File: src/verilog/ace_pkg.sv
// constants and types shared by the add/and/call execute block
package ace_pkg;
    localparam int ACE_DW = 8; // data byte width
    localparam int ACE_AW = 8; // data memory address width
    localparam int ACE_PCW = 11; // program counter width
    localparam int ACE_DEPTH = 256; // data memory bytes
    localparam logic [7:0] ACE_WREG_RST = 8'h00; // working register reset
    localparam logic [7:0] ACE_CLEAR_VALUE = 8'h00; // memory clear pattern
    localparam logic [10:0] ACE_PC_STEP = 11'h001; // return address step
    localparam logic [10:0] ACE_PC_RST = 11'h000; // stack/target reset
    localparam int ACE_HALF_BIT = 4; // carry out of bit 3 lands here
    localparam int ACE_SIGN_BIT = 7; // two's-complement sign
    localparam int ACE_CARRY_BIT = 8; // carry out of bit 7 lands here

    // instruction codes presented by the decoder
    typedef enum logic [3:0] {
        ACE_OP_ADD_CARRY_TO_WREG = 4'h0,
        ACE_OP_ADD_WITH_CARRY_TO_MEMORY = 4'h1,
        ACE_OP_ADD_MEM_TO_WREG = 4'h2,
        ACE_OP_ADD_IMM_TO_WREG = 4'h3,
        ACE_OP_ADD_TO_MEMORY = 4'h4,
        ACE_OP_AND_MEM_TO_WREG = 4'h5,
        ACE_OP_AND_IMM_TO_WREG = 4'h6,
        ACE_OP_BITWISE_AND_TO_MEMORY = 4'h7,
        ACE_OP_CALL = 4'h8,
        ACE_OP_CLEAR_MEMORY = 4'h9
    } ace_op_t;

    // one request from the decoder
    typedef struct packed {
        ace_op_t op;
        logic [7:0] operand; // immediate data
        logic [7:0] addr; // data memory address
        logic [10:0] target; // call target
    } ace_req_t;

    // status flags touched by this block
    typedef struct packed {
        logic signed_overflow_flag;
        logic zero_flag;
        logic half_carry_flag;
        logic carry_flag;
    } ace_flags_t;

    localparam ace_flags_t ACE_FLAGS_RST = 4'h0; // flags after reset

    // one-hot sequencer states
    typedef enum logic [4:0] {
        ACE_IDLE = 5'b00001,
        ACE_READ = 5'b00010,
        ACE_EXEC = 5'b00100,
        ACE_CALL1 = 5'b01000,
        ACE_CALL2 = 5'b10000
    } ace_state_t;
endpackage
File: src/verilog/ace_data_ram.sv
// data memory bytes with registered read port
`timescale 1ns/1ps
module ace_data_ram (
    input wire logic clock,
    input wire logic rst_n,
    input wire logic write_en,
    input wire logic [7:0] write_addr,
    input wire logic [7:0] write_data,
    input wire logic [7:0] read_addr,
    output logic [7:0] read_data
);
    logic [7:0] cells [ace_pkg::ACE_DEPTH]; // storage, no reset
    logic [7:0] next_read_data; // value captured at next edge

    // read path; in its write cycle the caller reads the same byte but never uses that value
    always_comb begin
        next_read_data = cells[read_addr];
    end

    // array write, left unreset so it maps onto plain ram
    always_ff @(posedge clock) begin
        if (write_en) begin
            cells[write_addr] <= write_data;
        end
    end

    // read data register
    always_ff @(posedge clock or negedge rst_n) begin
        if (!rst_n) begin
            read_data <= ace_pkg::ACE_CLEAR_VALUE;
        end else begin
            read_data <= next_read_data;
        end
    end
endmodule // ace_data_ram

File: src/verilog/ace_execute.sv
// execute unit for add, and, call and memory clear instructions
//
// Overview of operation
// - add with carry, result to working register
// - add with carry, result to memory
// - add memory byte to working register
// - add immediate to working register
// - add to memory, working register kept
// - and memory byte into working register
// - and immediate into working register, zero only
// - and into memory, working register kept
// - call pushes program counter plus one
// - call loads target, flags unchanged
// - call always takes two instruction cycles
// - clear writes zero byte, flags kept
// - and to working register: one cycle
`timescale 1ns/1ps
module ace_execute (
    input wire logic clock,
    input wire logic rst_n,
    input wire logic req_valid,
    input wire ace_pkg::ace_req_t req,
    input wire logic [10:0] pc,
    output logic req_ready,
    output logic done,
    output logic [7:0] working_register,
    output ace_pkg::ace_flags_t flags,
    output logic stack_push,
    output logic [10:0] stack_data,
    output logic pc_load,
    output logic [10:0] pc_target
);
    ace_pkg::ace_state_t state; // sequencer state
    ace_pkg::ace_state_t next_state;
    ace_pkg::ace_req_t req_q; // request held through execution
    ace_pkg::ace_req_t next_req_q;
    logic [10:0] next_stack_data;
    logic [10:0] next_pc_target;
    logic [7:0] next_working_register;
    ace_pkg::ace_flags_t next_flags;
    logic accept; // request taken this edge
    logic in_exec; // execute phase of an instruction cycle
    logic is_add; // add family
    logic is_and; // and family
    logic use_imm; // operand from instruction
    logic use_cin; // carry flag joins the sum
    logic to_mem; // result back to data memory
    logic [7:0] operand_b; // second operand
    logic cin; // carry in
    logic [8:0] wide_sum; // sum with carry out
    logic [4:0] half_sum; // low nibble sum with carry out
    logic [7:0] and_result;
    logic mem_we; // data memory write strobe
    logic [7:0] mem_wdata;
    logic [7:0] mem_rdata; // byte at req_q.addr, one clock after READ

    // an instruction cycle is two clocks: READ fetches, EXEC writes
    ace_data_ram u_ram (
        .clock(clock),
        .rst_n(rst_n),
        .write_en(mem_we),
        .write_addr(req_q.addr),
        .write_data(mem_wdata),
        .read_addr(req_q.addr),
        .read_data(mem_rdata)
    );

    assign req_ready = (state == ace_pkg::ACE_IDLE);
    assign accept = req_valid && req_ready;
    assign in_exec = (state == ace_pkg::ACE_EXEC);

    // decode of the held opcode
    always_comb begin
        is_add = 1'b0;
        is_and = 1'b0;
        use_imm = 1'b0;
        use_cin = 1'b0;
        to_mem = 1'b0;
        case (req_q.op)
            ace_pkg::ACE_OP_ADD_CARRY_TO_WREG: begin
                is_add = 1'b1;
                use_cin = 1'b1;
            end
            ace_pkg::ACE_OP_ADD_WITH_CARRY_TO_MEMORY: begin
                is_add = 1'b1;
                use_cin = 1'b1;
                to_mem = 1'b1;
            end
            ace_pkg::ACE_OP_ADD_MEM_TO_WREG: begin
                is_add = 1'b1;
            end
            ace_pkg::ACE_OP_ADD_IMM_TO_WREG: begin
                is_add = 1'b1;
                use_imm = 1'b1;
            end
            ace_pkg::ACE_OP_ADD_TO_MEMORY: begin
                is_add = 1'b1;
                to_mem = 1'b1;
            end
            ace_pkg::ACE_OP_AND_MEM_TO_WREG: begin
                is_and = 1'b1;
            end
            ace_pkg::ACE_OP_AND_IMM_TO_WREG: begin
                is_and = 1'b1;
                use_imm = 1'b1;
            end
            ace_pkg::ACE_OP_BITWISE_AND_TO_MEMORY: begin
                is_and = 1'b1;
                to_mem = 1'b1;
            end
            ace_pkg::ACE_OP_CLEAR_MEMORY: begin
                to_mem = 1'b1;
            end
            default: begin
                // call and unused codes touch no data
            end
        endcase
    end

    // arithmetic; nine-bit sum so wrap and carry fall out together
    always_comb begin
        operand_b = use_imm ? req_q.operand : mem_rdata;
        cin = use_cin & flags.carry_flag;
        wide_sum = {1'b0, working_register} + {1'b0, operand_b}
            + {8'h00, cin};
        half_sum = {1'b0, working_register[3:0]} + {1'b0, operand_b[3:0]}
            + {4'h0, cin};
        and_result = working_register & operand_b;
    end

    // result steering and flag update during the execute phase
    always_comb begin
        next_working_register = working_register;
        next_flags = flags;
        mem_we = 1'b0;
        mem_wdata = ace_pkg::ACE_CLEAR_VALUE;
        if (in_exec) begin
            if (is_add) begin
                mem_wdata = wide_sum[7:0];
                next_flags.carry_flag =
                    wide_sum[ace_pkg::ACE_CARRY_BIT];
                next_flags.half_carry_flag =
                    half_sum[ace_pkg::ACE_HALF_BIT];
                next_flags.signed_overflow_flag =
                    (working_register[ace_pkg::ACE_SIGN_BIT] ==
                     operand_b[ace_pkg::ACE_SIGN_BIT]) &&
                    (wide_sum[ace_pkg::ACE_SIGN_BIT] !=
                     working_register[ace_pkg::ACE_SIGN_BIT]);
                next_flags.zero_flag = (wide_sum[7:0] == 8'h00);
            end else if (is_and) begin
                // only zero moves; other flags held on purpose
                mem_wdata = and_result;
                next_flags.zero_flag = (and_result == 8'h00);
            end
            if (to_mem) begin
                mem_we = 1'b1;
            end else if (is_add || is_and) begin
                next_working_register = mem_wdata;
            end
        end
    end

    // sequencer; call adds a second instruction cycle
    always_comb begin
        next_state = state;
        next_req_q = req_q;
        next_stack_data = stack_data;
        next_pc_target = pc_target;
        case (state)
            ace_pkg::ACE_IDLE: begin
                if (accept) begin
                    next_req_q = req;
                    next_stack_data = pc + ace_pkg::ACE_PC_STEP;
                    next_pc_target = req.target;
                    next_state = ace_pkg::ACE_READ;
                end
            end
            ace_pkg::ACE_READ: begin
                next_state = ace_pkg::ACE_EXEC;
            end
            ace_pkg::ACE_EXEC: begin
                if (req_q.op == ace_pkg::ACE_OP_CALL) begin
                    next_state = ace_pkg::ACE_CALL1;
                end else begin
                    next_state = ace_pkg::ACE_IDLE;
                end
            end
            ace_pkg::ACE_CALL1: begin
                next_state = ace_pkg::ACE_CALL2;
            end
            ace_pkg::ACE_CALL2: begin
                next_state = ace_pkg::ACE_IDLE;
            end
            default: begin
                // illegal code recovers to idle
                next_state = ace_pkg::ACE_IDLE;
            end
        endcase
    end

    // push in the first cycle, jump at the end of the second
    assign stack_push = in_exec && (req_q.op == ace_pkg::ACE_OP_CALL);
    assign pc_load = (state == ace_pkg::ACE_CALL2);
    assign done = (in_exec && (req_q.op != ace_pkg::ACE_OP_CALL)) || pc_load;

    // state registers
    always_ff @(posedge clock or negedge rst_n) begin
        if (!rst_n) begin
            state <= ace_pkg::ACE_IDLE;
            req_q <= '0;
            stack_data <= ace_pkg::ACE_PC_RST;
            pc_target <= ace_pkg::ACE_PC_RST;
            working_register <= ace_pkg::ACE_WREG_RST;
            flags <= ace_pkg::ACE_FLAGS_RST;
        end else begin
            state <= next_state;
            req_q <= next_req_q;
            stack_data <= next_stack_data;
            pc_target <= next_pc_target;
            working_register <= next_working_register;
            flags <= next_flags;
        end
    end
endmodule // ace_execute

File: config.mk
export PLATFORM = sky130hd
export DESIGN_NAME = ace_execute
export DESIGN_NICKNAME = d
export VERILOG_FILES = /design/src/verilog/ace_pkg.sv /design/src/verilog/ace_data_ram.sv /design/src/verilog/ace_execute.sv
export SDC_FILE = /design/constraint.sdc
export NUM_CORES = 2
export LEC_CHECK = 0
export CAP_MARGIN = 20
export CELL_PAD_IN_SITES_DETAIL_PLACEMENT = 0
export CELL_PAD_IN_SITES_GLOBAL_PLACEMENT = 1
export CORE_UTILIZATION = 59
export CTS_BUF_LIST = sky130_fd_sc_hd__clkbuf_4
export DETAILED_ROUTE_END_ITERATION = 8
export DONT_BUFFER_PORTS = 1
export PLACE_DENSITY = 0.82
export RECOVER_POWER = 100
export SETUP_SLACK_MARGIN = 0.4
export SYNTH_ARGS = -nofsm -noshare
export SYNTH_HDL_FRONTEND = slang
export SYNTH_SLANG_ARGS = --single-unit
File: constraint.sdc
create_clock -name clock -period 12.7 [get_ports clock]
set_input_delay 1.27 -clock clock [delete_from_list [all_inputs] [get_ports clock]]
set_output_delay 1.27 -clock clock [all_outputs]
set_load 0.02 [all_outputs]
# After elaboration in Yosys (flattened, before gate mapping)
# Memories as Yosys holds them, arrays and structs flattened. A register that Yosys moved wholly into a read port is not among the register bits.
# Cells that the tools add are included.
# classes
n_addsub	5
n_eq_ne	18
n_mux	18
order_cmp	0
n_shift	0
reduce_logical	20
n_div	0
n_bitwise	3
multipliers	0
# ops
op	n
$mux W8	4
$pmux W5 S4	1
$eq A4 B3 Y1 const B	4
$logic_not A8 Y1	2
$add A11 B1 Y11 const B	1
$mux W1	11
$add A8 B8 Y9	1
$add A9 B1 Y9	1
$and A8 B8 Y8	1
$eq A4 B2 Y1 const B	2
$eq A4 B4 Y1 const B	2
$reduce_and A2 Y1	3
$add A4 B4 Y5	1
$add A5 B1 Y5	1
$eq A5 B1 Y1 const B	1
$eq A5 B2 Y1 const B	1
$eq A5 B3 Y1 const B	1
$eq A5 B4 Y1 const B	1
$eq A5 B5 Y1 const B	1
$mux W5	1
$reduce_or A5 Y1	1
$eq A4 B1 Y1 const B	1
$logic_and A1 B1 Y1	4
$logic_not A4 Y1	1
14 further kinds	16
# word_totals
ramBits	2048
mem_count	1
latch_bits	0
mem_bits_ro	0
ff_bits	59
out_inout_bits	38
# mem_list
name	words	width	read_ports	rd_clocked_by_memory_dff	write_ports	line	text
u_ram.cells	256	8	1	1	1	ace_data_ram.sv:12	logic [7:0] cells [ace_pkg::ACE_DEPTH];

# Logic depth before layout (Yosys ltp)
# logic_depth
ltp_word	8
mapped_depth	14

# Modules after synthesis
# A second synthesis with hierarchy kept.
# hier_totals
hier_cells	4082
hier_area_um2	83179.8
# by_module_without_submodules
module	seq_area_each_um2	cells_per_inst	instances	area_per_inst_um2
ace_data_ram	61699.2	3795	1	80038.0
ace_execute	1477.7	287	1	3141.8

# Worst setup path before layout
# OpenSTA, ideal clock, no wires.
# synth_timing
path_type	register to register
start	register req_q[27] in the netlist's numbering
end	memory u_ram.cells[0][6], data pin
required_ns	11.309
setup_ns	1.391
arrival_time_ns	8.905
path_buffers	0
stages_incl_launch_ff	15
path_slack_ns	2.404
path_cell_list	dfrtp_1 xnor2_1 nor3b_2 mux2_2 inv_1 fa_1 inv_1 fa_1 a21o_1 a21oi_1 o21bai_1 a21oi_1 xnor2_1 a22oi_1 nor2_1
# synth_between
elab_chain_cells	8
word_cells_on_any_way	24
cone_classes	2 x add/sub; 7 x eq/ne; 8 x mux; 2 x bitwise; 5 x reduce/logical
# synth_lines
element	line	text
start, declared	ace_execute.sv:35	ace_pkg::ace_req_t req_q;
start signal, assigned	ace_execute.sv:217	req_q <= next_req_q;
$eq A4 B3 Y1 / $eq A4 B2 Y1 (equally long branches)	ace_execute.sv:79	case (req_q.op)
$reduce_or A2 Y1 (no line)	-	
$mux W1	ace_execute.sv:79	
$mux W8	ace_execute.sv:122	operand_b = use_imm ? req_q.operand : mem_rdata;
$add A8 B8 Y9 / $and A8 B8 Y8 (equally long branches)	ace_execute.sv:124, ace_execute.sv:128	
$add A9 B1 Y9 / $mux W8 (equally long branches)	ace_execute.sv:125, ace_execute.sv:150	
$mux W8 *	ace_execute.sv:138	if (is_add) begin
$mux W8 *	ace_execute.sv:137	if (in_exec) begin
net mem_wdata[6]	ace_execute.sv:54	logic [7:0] mem_wdata;
end, declared	ace_data_ram.sv:12	
# Mark *: on every way through the listed nets, which the timed path passes. The rest lies on a longest branch.

# Worst setup path in the final report
# layout_timing
start	register req_q[27] in the netlist's numbering
end	memory u_ram.cells[199][5], data pin
# Same word-level chain as after synthesis.

==> out/qor.yml <==
status: "complete, but fails checks"
violations: "max-capacitance violations, max-slew violations"
dp_cells: 5452
worst_slew_pin_slew_ps: 5380
r2r_slack_ps: 4230
p_sw_uw: 5200
coreArea_mm2: 0.137
clock_latency_ps: 1330
clock_path_buffers: 4
synth_edf_count: 2048
fin_crit_ps: 8470
synth_flop_cell: "edfxtp_1"
grt-ovfl-total: 0
grt_max_degree: 257
place_ws_ps: 7790
cts_tree: "built"
syn_to_final_growth_pct: 10.1
antenna_left: 0
die_w_um: 374
clockPowerShare: 0.323
period_share: 0.667
antenna_found_initial: 6
slew_viol_final: 1207
r2r_start: "req_q[27]$_DFFE_PN0P_"
core.rowCount: 136
yosysSeqAreaShare: 0.775
pin_count: 83
syn_avg_cell_area_um2: 21.2
skew_ps: 109
worstPathRequired_ps: 12990
dp_hpwl_um: 101000
powerDensity_mw_per_mm2: 192
timing.hold.ws_ps: 97.8
pwr-share-comb: 0.215
drv_cap: 25
synth_seq_cells: 2115
vias_per_cell: 6.48
grt_pass1_wl_um: 274000
r2r-end: "u_ram.cells[199][5]$_DFFE_PP_"
holdPathEnd: "req_q[23]$_DFFE_PN0P_"
first_global_vias: 42173
setup_viol: 0
path_class: "reg -> reg"
nets: 4274
power.share.sequential: 0.462
synth_cells: 3842
hold_class: "in -> reg"
post_cts_resized: 0
start_util: 0.594
clock.fmax_mhz: 118
ys_warn_count: 0
worstSetupEndpointType: "register"
hold_start: "req[23]"
max_slew_margin: -2.59
htree_levels: 6
r2r_cells: 11
worstPathArrival_ps: 8760
gp_congestion: 0.825
swShare: 0.301
cts.clk_slew.worst_paths_ps: 70
crit_fanout: 256
firstDrtPassIters: 5
routed_wl_um: 186000
finalHoldViolCount: 0
synth_nets: 3899
async_reset_ff_frac: 0.0317
drive_gt1_frac: 0.303
wire_per_inst_um: 29.3
syn_area_mm2: 0.0815
layoutNonFillerInstCount: 6363
die_h_um: 374
cts_buffers: 546
root_buffer: "clkbuf_4"
ys_types: 47
setup_slack_ps: 4230
drt_iter0_drc: 4748
post-route-util: 0.654
track_usage: 0.270
startpoint_type: "register"
rsz0062_at_grt: "no"
tns_ps: 0
numPortBuffers: 0
vias: 41206
hold_path_depth: 2
clock_sinks: 2115
dieArea_mm2: 0.140
leakage_uw: 0.0326
drc: 0
p_int_uw: 12000
peakVddDrop_uv: 198
[how the worst max path moves through the flow]
stage                     startpoint                       endpoint  slack [ps]  cells after the start
2_1_floorplan  req_q[27]$_DFFE_PN0P_    u_ram.cells[0][6]$_DFFE_PP_        2400                     14
3_3_place_gp   req_q[11]$_DFFE_PN0P_   u_ram.read_data[7]$_DFF_PN0_        7760                      9
3_5_place_dp   req_q[12]$_DFFE_PN0P_   u_ram.read_data[2]$_DFF_PN0_        7790                      8
4_1_cts        req_q[27]$_DFFE_PN0P_   u_ram.cells[90][7]$_DFFE_PP_        7740                     13
5_1_grt        req_q[11]$_DFFE_PN0P_   u_ram.read_data[2]$_DFF_PN0_        3780                      9
6_report       req_q[27]$_DFFE_PN0P_  u_ram.cells[199][5]$_DFFE_PP_        4230                     11
[placed cells by master (no fill, tap or decap), drive strengths merged, types with 4 or more instances in the layout]
cell type	instances
buf	40
mux2	9
xor2	9
nand3	12
a22oi	184
inv	23
o221ai	32
diode	9
ha	10
mux4	512
dlygate4sd3	9
a21oi	13
dfrtp	66
nor2	290
clkbuf	785
clkinv	94
nor3	6
nor2b	7
o21ai	16
edfxtp	2048
bufinv	8
a221oi	64
nand2	214
xnor2	7
and2	4
a22o	64
[critical path: stages, from the launching register on]
cell,delay (ps)
dfrtp_1,440
xnor2_1,150
nor3b_1,820
mux2_1,430
ha_1,330
a21oi_1,200
a21boi_0,150
o31ai_1,300
a21boi_0,320
a22oi_1,180
nor2_4,130
clkbuf_2,3500
[metal layers]
layer	GRT usage	vias up	wire length [um]
met1	0.371	21246	70700
met4	0.114	0	6000
met3	0.0668	386	18800
met2	0.420	2400	90800
met5	0	-	0
li1	-	17174	-
[through the flow]
step	cell area [um^2]	power, uW
3_3_place_gp	83300	11800
2_1_floorplan	81500	10600
4_1_cts	89900	17300
6_report	89700	17200
5_1_grt	89700	17900
3_5_place_dp	83300	11800
[final cells by class]
cell class | count | area [um^2]
well taps | 1794 | 2240
repair buffers | 62 | 581
fillers | 8955 | 47600
inverters | 9 | 33.8
clock inverters | 119 | 684
multi-input cells | 1483 | 17200
flip-flops and latches | 2115 | 63200
diodes | 9 | 22.5
clock buffers | 772 | 5800
[synthesized netlist by cell type, drive strengths merged, types with 9 or more instances]
| cell | instances | share of area |
|---|---|---|
| buf | 90 | 0.0075 |
| dfrtp | 66 | 0.020 |
| a22oi | 184 | 0.017 |
| o21ai | 16 | 0.00098 |
| nand2 | 214 | 0.0099 |
| nand3 | 12 | 0.00074 |
| a221oi | 64 | 0.0069 |
| o221ai | 32 | 0.0034 |
| nor2 | 290 | 0.013 |
| a22o | 64 | 0.0069 |
| clkbuf | 145 | 0.0067 |
| ha | 10 | 0.0015 |
| a21oi | 13 | 0.00080 |
| mux4 | 512 | 0.14 |
| mux2 | 9 | 0.0012 |
| xor2 | 9 | 0.00097 |
| edfxtp | 2048 | 0.75 |
[cell families after synthesis]
kind of cell	after synthesis	share of synthesized area
DFF	2115	0.775
and+or+nand+nor	549	0.0269
muxes	521	0.143
AOI/OAI and AO/OA	385	0.0370
buffers and inverters	244	0.0146
xor gates and xnor gates	16	0.00172
adders and majority gates	12	0.00203
[power by group through the flow]
stage                     combinational [uW]  sequential, uW  clock (uW)
after global routing                    3900            7980        6000
after CTS                               3720            7960        5650
after floorplan                         2640            8010           0
after global placement                  3690            8110           0
after detailed placement                3700            8110           0
final                                   3710            7970        5560
[state kept, by name, summed over array words and instances, names as in the netlist]
| signal | cells |
|---|---|
| state | 5 |
| pc_target | 11 |
| u_ram.cells | 2048 |
| req_q | 20 |
| u_ram.read_data | 8 |
| flags | 4 |
| stack_data | 11 |
| working_register | 8 |
[repair_timing]
| action | 4_1_cts | 5_1_grt |
|---|---|---|
| hold buffers | 10 | 0 |
| buffers inserted | 0 | 0 |
| endpoints found under the hold margin | 75 | 0 |
Note: power is estimated with default switching activity, not from simulation.
